$ cat src/power_budget_pkg.sv
// Constants for the power budgeting extended capability register group
package power_budget_pkg;
    // ********************************
    // Register offsets (byte addresses)
    // ********************************
    localparam logic [11:0] CAP_HEADER_OFFSET = 12'h20C;
    localparam logic [11:0] SELECTOR_OFFSET = 12'h210;
    localparam logic [11:0] DATA_OFFSET = 12'h214;

    // ********************************
    // Capability header values
    // ********************************
    localparam logic [15:0] CAP_IDENTIFIER = 16'h0004;
    localparam logic [3:0] CAP_VERSION = 4'h1;
    localparam logic [11:0] NEXT_POINTER = 12'h000;

    // ********************************
    // Selector
    // ********************************
    localparam logic [7:0] SELECTOR_RESET = 8'h00;
    localparam logic [7:0] SELECT_MAX = 8'h00;
    localparam logic [7:0] SELECT_SUSTAINED = 8'h01;
    localparam int SELECTOR_LSB = 0;
    localparam int SELECTOR_MSB = 7;

    // ********************************
    // Data record fields: positions
    // ********************************
    localparam int BASE_POWER_LSB = 0;
    localparam int SCALE_LSB = 8;
    localparam int SUBSTATE_LSB = 10;
    localparam int STATE_LSB = 13;
    localparam int COND_TYPE_LSB = 15;
    localparam int RAIL_LSB = 18;
    localparam int RECORD_MSB = 20;

    // ********************************
    // Data record fields: reset values
    // ********************************
    localparam logic [7:0] BASE_POWER_RESET = 8'h04;
    localparam logic [1:0] SCALE_RESET = 2'h0;
    localparam logic [2:0] SUBSTATE_RESET = 3'h0;
    localparam logic [1:0] STATE_RESET = 2'h0;
    localparam logic [2:0] COND_TYPE_RESET = 3'h7;
    localparam logic [2:0] RAIL_RESET = 3'h2;

    // Number of supported records
    localparam int RECORD_COUNT = 2;
endpackage

$ cat src/power_budget_capability_regs.sv
// Power budgeting extended capability registers: header, selector and data
`timescale 1ns/1ps
`default_nettype none

module power_budget_capability_regs (
    // Clock and reset
    input wire logic mclk_in,
    input wire logic resetn_in,
    // Configuration register access
    input wire logic [11:0] cfg_addr_in,
    input wire logic cfg_write_in,
    input wire logic cfg_read_in,
    input wire logic [3:0] cfg_byte_enable_in,
    input wire logic [31:0] cfg_wdata_in,
    output logic [31:0] cfg_rdata_out,
    output logic cfg_rvalid_out,
    // Autoload of record defaults
    input wire logic autoload_valid_in,
    input wire logic autoload_index_in,
    input wire logic [7:0] autoload_base_power_in,
    input wire logic [1:0] autoload_scale_in,
    input wire logic [1:0] autoload_state_in,
    input wire logic [2:0] autoload_cond_type_in,
    // Current selector for other logic
    output logic [7:0] selector_out
);

    // ********************************
    // Register state
    // ********************************
    logic [7:0] selector;
    logic [7:0] base_power [power_budget_pkg::RECORD_COUNT];
    logic [1:0] scale [power_budget_pkg::RECORD_COUNT];
    logic [1:0] state_code [power_budget_pkg::RECORD_COUNT];
    logic [2:0] cond_type [power_budget_pkg::RECORD_COUNT];
    logic [31:0] rdata;
    logic rvalid;

    // ********************************
    // Address decode
    // ********************************
    wire logic hit_header;
    wire logic hit_selector;
    wire logic hit_data;
    wire logic selector_write;

    assign hit_header = (cfg_addr_in == power_budget_pkg::CAP_HEADER_OFFSET);
    assign hit_selector = (cfg_addr_in == power_budget_pkg::SELECTOR_OFFSET);
    assign hit_data = (cfg_addr_in == power_budget_pkg::DATA_OFFSET);
    // Only the low byte lane holds writable bits; header and data have no write path
    assign selector_write = cfg_write_in && hit_selector && cfg_byte_enable_in[0];

    // ********************************
    // Selector next value
    // ********************************
    wire logic [7:0] next_selector;

    // Bits 31:8 of the write data never reach a flop, so reserved bits stay zero
    assign next_selector = selector_write ?
                           cfg_wdata_in[power_budget_pkg::SELECTOR_MSB:power_budget_pkg::SELECTOR_LSB] :
                           selector;

    // ********************************
    // Capability header
    // ********************************
    wire logic [31:0] header_word;
    wire logic [31:0] selector_word;

    // Fixed in hardware with no write path, so software cannot move the chain end
    assign header_word = {power_budget_pkg::NEXT_POINTER,
                          power_budget_pkg::CAP_VERSION,
                          power_budget_pkg::CAP_IDENTIFIER};
    assign selector_word = {24'h000000, selector};

    // ********************************
    // Record selection
    // ********************************
    wire logic record_valid;
    wire logic record_index;

    assign record_valid = (selector == power_budget_pkg::SELECT_MAX) ||
                          (selector == power_budget_pkg::SELECT_SUSTAINED);
    assign record_index = selector[0];

    // ********************************
    // Fields of the selected record
    // ********************************
    wire logic [7:0] field_base_power;
    wire logic [1:0] field_scale;
    wire logic [2:0] field_substate;
    wire logic [1:0] field_state;
    wire logic [2:0] field_cond_type;
    wire logic [2:0] field_rail;
    wire logic [31:0] data_word;

    // Unsupported indexes read a fully zero word, rail included
    assign field_base_power = record_valid ? base_power[record_index] : 8'h00;
    assign field_scale = record_valid ? scale[record_index] : 2'h0;
    assign field_substate = record_valid ? power_budget_pkg::SUBSTATE_RESET : 3'h0;
    assign field_state = record_valid ? state_code[record_index] : 2'h0;
    assign field_cond_type = record_valid ? cond_type[record_index] : 3'h0;
    assign field_rail = record_valid ? power_budget_pkg::RAIL_RESET : 3'h0;

    assign data_word = {11'h000,
                        field_rail,
                        field_cond_type,
                        field_state,
                        field_substate,
                        field_scale,
                        field_base_power};

    // ********************************
    // Read data selection
    // ********************************
    wire logic [31:0] read_word;
    wire logic [31:0] next_rdata;
    wire logic next_rvalid;

    // Unmapped addresses answer with zero rather than stalling the bus
    assign read_word = hit_header ? header_word :
                       hit_selector ? selector_word :
                       hit_data ? data_word : 32'h00000000;
    // Zero whenever no read was taken, so a stale word never lingers on the bus
    assign next_rdata = cfg_read_in ? read_word : 32'h00000000;
    assign next_rvalid = cfg_read_in;

    // ********************************
    // Selector
    // ********************************
    always_ff @(posedge mclk_in or negedge resetn_in) begin
        if (!resetn_in) begin
            selector <= power_budget_pkg::SELECTOR_RESET;
        end else begin
            selector <= next_selector;
        end
    end

    // ********************************
    // Record storage
    // ********************************
    wire logic [power_budget_pkg::RECORD_COUNT-1:0] record_load;

    genvar i;
    generate
        for (i = 0; i < power_budget_pkg::RECORD_COUNT; i++) begin : g_record
            // Only the addressed record takes the load; the other keeps its values
            assign record_load[i] = autoload_valid_in && (autoload_index_in == 1'(i));

            always_ff @(posedge mclk_in or negedge resetn_in) begin
                if (!resetn_in) begin
                    base_power[i] <= power_budget_pkg::BASE_POWER_RESET;
                end else if (record_load[i]) begin
                    base_power[i] <= autoload_base_power_in;
                end
            end

            always_ff @(posedge mclk_in or negedge resetn_in) begin
                if (!resetn_in) begin
                    scale[i] <= power_budget_pkg::SCALE_RESET;
                end else if (record_load[i]) begin
                    scale[i] <= autoload_scale_in;
                end
            end

            always_ff @(posedge mclk_in or negedge resetn_in) begin
                if (!resetn_in) begin
                    state_code[i] <= power_budget_pkg::STATE_RESET;
                end else if (record_load[i]) begin
                    state_code[i] <= autoload_state_in;
                end
            end

            always_ff @(posedge mclk_in or negedge resetn_in) begin
                if (!resetn_in) begin
                    cond_type[i] <= power_budget_pkg::COND_TYPE_RESET;
                end else if (record_load[i]) begin
                    cond_type[i] <= autoload_cond_type_in;
                end
            end
        end
    endgenerate

    // ********************************
    // Read data
    // ********************************
    // Registered read keeps every output straight from a flip-flop, at one cycle of latency
    always_ff @(posedge mclk_in or negedge resetn_in) begin
        if (!resetn_in) begin
            rdata <= 32'h00000000;
        end else begin
            rdata <= next_rdata;
        end
    end

    always_ff @(posedge mclk_in or negedge resetn_in) begin
        if (!resetn_in) begin
            rvalid <= 1'b0;
        end else begin
            rvalid <= next_rvalid;
        end
    end

    // ********************************
    // Outputs
    // ********************************
    assign cfg_rdata_out = rdata;
    assign cfg_rvalid_out = rvalid;
    assign selector_out = selector;

endmodule // power_budget_capability_regs

`default_nettype wire

$ cat config.mk
export PLATFORM = sky130hd
export DESIGN_NAME = power_budget_capability_regs
export DESIGN_NICKNAME = d
export VERILOG_FILES = /design/src/power_budget_pkg.sv /design/src/power_budget_capability_regs.sv
export SDC_FILE = /design/constraint.sdc
export NUM_CORES = 1
export LEC_CHECK = 0
export ABC_CLOCK_PERIOD_IN_PS = 1400
export BUFFER_PORTS_ARGS = -buffer_cell sky130_fd_sc_hd__clkbuf_2
export CORE_UTILIZATION = 42
export DETAILED_ROUTE_END_ITERATION = 16
export GPL_TIMING_DRIVEN = 0
export PLACE_DENSITY = 0.8
export SYNTH_ARGS = -nofsm -noshare
export SYNTH_HDL_FRONTEND = slang
export SYNTH_SLANG_ARGS = --single-unit
$ cat constraint.sdc
create_clock -name mclk_in -period 1.4 [get_ports mclk_in]
set_input_delay 0.14 -clock mclk_in [delete_from_list [all_inputs] [get_ports mclk_in]]
set_output_delay 0.14 -clock mclk_in [all_outputs]
set_load 0.005 [all_outputs]
==> results.toml <==
[status]
status = "finished with violations"
violations = "negative setup slack"

[power]
powerDensity_nw_per_um2 = 978
power.clock.fraction_pct = 28.7
swShare_pct = 24.7
leakage_nw = 1.52
p_sw_mw = 0.759
power_frac_comb_pct = 12.5
power_frac_seq_pct = 58.8
ir_worst_vdd_v = 0.000460
p_int_mw = 2.31

[synth]
ys_top_cells_by_area = "dfrtp_1 (49%), mux2_2 (18%), dfstp_2 (8.7%)"
synth-simple-area-share_pct = 8.85
netlist_instances = 175
synth_area_leader_cell = "dfrtp_1"
ys_seq_area_share_pct = 57.3
synthAdderAreaFrac_pct = 0
synth_cell_types = 30
synth_xor_area_share_pct = 0
synth_seq_cells = 55
ys_warn_count = 0
syn_avg_cell_area_um2 = 13.8
synth_compound_area_share_pct = 3.88
synth_area_um2 = 2420
synth_mux_area_share_pct = 23.5
yosys.area.top_type_share_pct = 48.6
synth_top_family_by_area = "multiplexers"

[finish]
area_growth_pct = 29.9
instances_no_fill = 347
fin_area_um2 = 3140
final_util_pct = 56.7
antennaDiodeCount = 0
drive_gt1_share_pct = 59.3
fin_nets = 343

[clocking]
cts_made_buffers = 5
cts-htree-levels = 2
clk_latency_ns = 0.31
clk_path_buf_depth = 2
root_buffer = "clkbuf_8"
numClockSinks = 55
cts_tree = "done"
cts.reportedPaths.clkPinSlew_ns = 0.10

[critical_path]
max_stage_delay_ns = 0.45
reg2reg_slack_ns = -0.24
cp.required_ns = 1.64
cp_slowest_cell = "dfrtp_2"
path_buf_inv = 1
cp_max_fo = 10
arrival_ns = 1.87
crit_path_end_kind = "register"
path_cells = "nor4_4, nand3_1, or3_4, buf_6, o2bb2ai_1"
worstSetupPathType = "reg -> reg"
setup.worst_path.start_class = "register"
crit_family = "simple AND/OR/NAND/NOR gates"

[timing]
worst_pin_slew_ns = 0.898
setup_viol = 14
maxSlewViolCount = 0
maxSlewHeadroom_pct = 39.6
layout_setup_ws_ns = -0.237
finalCriticalPeriod_ns = 1.64
fin_crit_sh_pct = 117
skew_ns = 0.00971
hold_violations = 0
setup-tns-final_ns = -2.76
rsz0062_at_grt = "true"
fmax_mhz = 611

[placement]
place_inst = 328
place_area_um2 = 2900
dpl.hpwl_mm = 3.36
routabilityCongestion = 0.721
portBuffers = 66

[grt]
antenna_found_initial = 0
grt_max_degree = 56
track_usage_pct = 17.3
globalRouteOverflowTotal = 0
first_global_vias = 1669
grt_pass1_wl_mm = 7.92

[routing]
wl_per_cell_um = 13.7
routed_wl_mm = 4.74
viasPerCell = 4.70
vias = 1631
dr.pass1.iters = 4
drt_drc_violations_left = 0
drt_iter0_markers = 98
drtAntennaViolNets = 0

[worst_hold_path]
hp-class = "in -> reg"

[floorplanning]
die_x_um = 77.9
std_cell_rows = 27
coreArea_um2 = 5540
io_pins = 110
initial_core_util_pct = 43.7
fp.dieH_um = 77.9
die-area_um2 = 6070

[job]
maxCapViolCount = 0
==> per-stage QoR <==
stage | hold slack [ns] | power [mW] | setup WS [ns]
finish | 0.0476 | 3.07 | -0.237
global route | 0.0452 | 3.22 | -0.290
CTS | 0.0447 | 3.08 | -0.213
detailed placement | 0.321 | 2.21 | -0.570
global placement | 0.319 | 2.18 | -0.510
floorplan | -0.156 | 2.05 | -0.156
==> layout by cell type (no fill, tap or decap), types with 2 or more instances in the layout <==
master	n
mux2i_1	14
clkinvlp_4	2
dfrtp_2	2
dfrtp_1	45
o2bb2ai_1	3
nand2_1	4
clkbuf_2	66
buf_2	3
o2bb2ai_2	3
mux2_2	38
o21a_1	2
clkbuf_8	5
conb_1	16
nor4_4	3
buf_4	24
nor3_1	2
nand2b_1	2
nor2_1	8
dlygate4sd3_1	2
clkbuf_1	2
inv_1	2
nor2b_1	2
dfstp_2	8
nand3_1	2
==> power by group through the flow <==
stage / sequential (mW) / clock [mW] / combinational [mW]
detailed placement: 1.84 / 0 / 0.369
global placement: 1.83 / 0 / 0.355
CTS: 1.81 / 0.897 / 0.377
finish: 1.81 / 0.882 / 0.383
global route: 1.82 / 0.971 / 0.429
floorplan: 1.82 / 0 / 0.236
==> sequential cells by signal, summed over array words and instances, names as in the netlist <==
signal and cells:
base_power 16, cfg_rdata_out 16, cfg_rvalid_out 1, cond_type 6, scale 4, selector_out 8
state_code 4
==> Yosys cell counts <==
cell	instances
a2111o_1	1
a21bo_2	1
a21oi_1	1
buf_1	1
buf_2	2
buf_4	16
clkbuf_1	3
conb_1	1
dfrtp_1	47
dfstp_2	8
inv_1	2
mux2_2	38
mux2i_1	14
nand2_1	4
nand2b_1	2
nand3_1	2
nand3_4	1
nand3b_1	1
nand4_1	1
nand4b_1	1
nor2_1	9
nor2b_1	2
nor3_1	3
nor3b_1	1
nor4_1	1
nor4_2	1
nor4_4	2
o21a_1	2
o2bb2ai_1	6
or3_1	1
==> cell type report <==
cell class | instances | area [um^2]
Clock inverter | 3 | 20.0
Buffer | 22 | 154
Timing Repair Buffer | 77 | 430
Tap cell | 72 | 90.1
Multi-Input combinational cell | 111 | 982
Fill cell | 481 | 2400
Clock buffer | 5 | 68.8
Inverter | 2 | 7.51
Sequential cell | 55 | 1390
==> cell families after synthesis <==
family                 after synthesis
AO/OA/AOI/OAI                       11
buffers and inverters               24
flip-flops                          55
multiplexers                        52
other                                1
AND/OR/NAND/NOR                     32
==> layer usage <==
metal  track usage (%)  wire length (um)  vias to the layer above
met2              29.5              2360                       47
met4              6.23                71                        0
li1                  -                 -                      781
met5                 0                 0                        -
met3              3.53               192                        7
met1              21.7              2120                      796
==> worst paths after layout <==
check | startpoint | end | depth (start not counted)
max in group asynchronous | resetn_in | cond_type[3]$_DFFE_PN1P_ | 3
worst max register to register | selector_out[1]$_DFFE_PN0P_ | cfg_rdata_out[5]$_DFF_PN0_ | 5
worst min register to register | scale[3]$_DFFE_PN0P_ | scale[3]$_DFFE_PN0P_ | 1
min in group asynchronous | resetn_in | base_power[9]$_DFFE_PN0P_ | 2
worst min-delay path | cfg_wdata_in[1] | selector_out[1]$_DFFE_PN0P_ | 2
worst max-delay path | selector_out[1]$_DFFE_PN0P_ | cfg_rdata_out[5]$_DFF_PN0_ | 5
==> timing repair <==
action                     in CTS  in global routing
gates resized for setup         8                  5
hold buffers                    1                  1
setup endpoints to repair      22                 24
buffers inserted                7                  1
pin swaps                       2                  3
hold endpoints to repair        1                 11
gates cloned                    0                  0
Note: power is estimated with default switching activity, not from simulation.
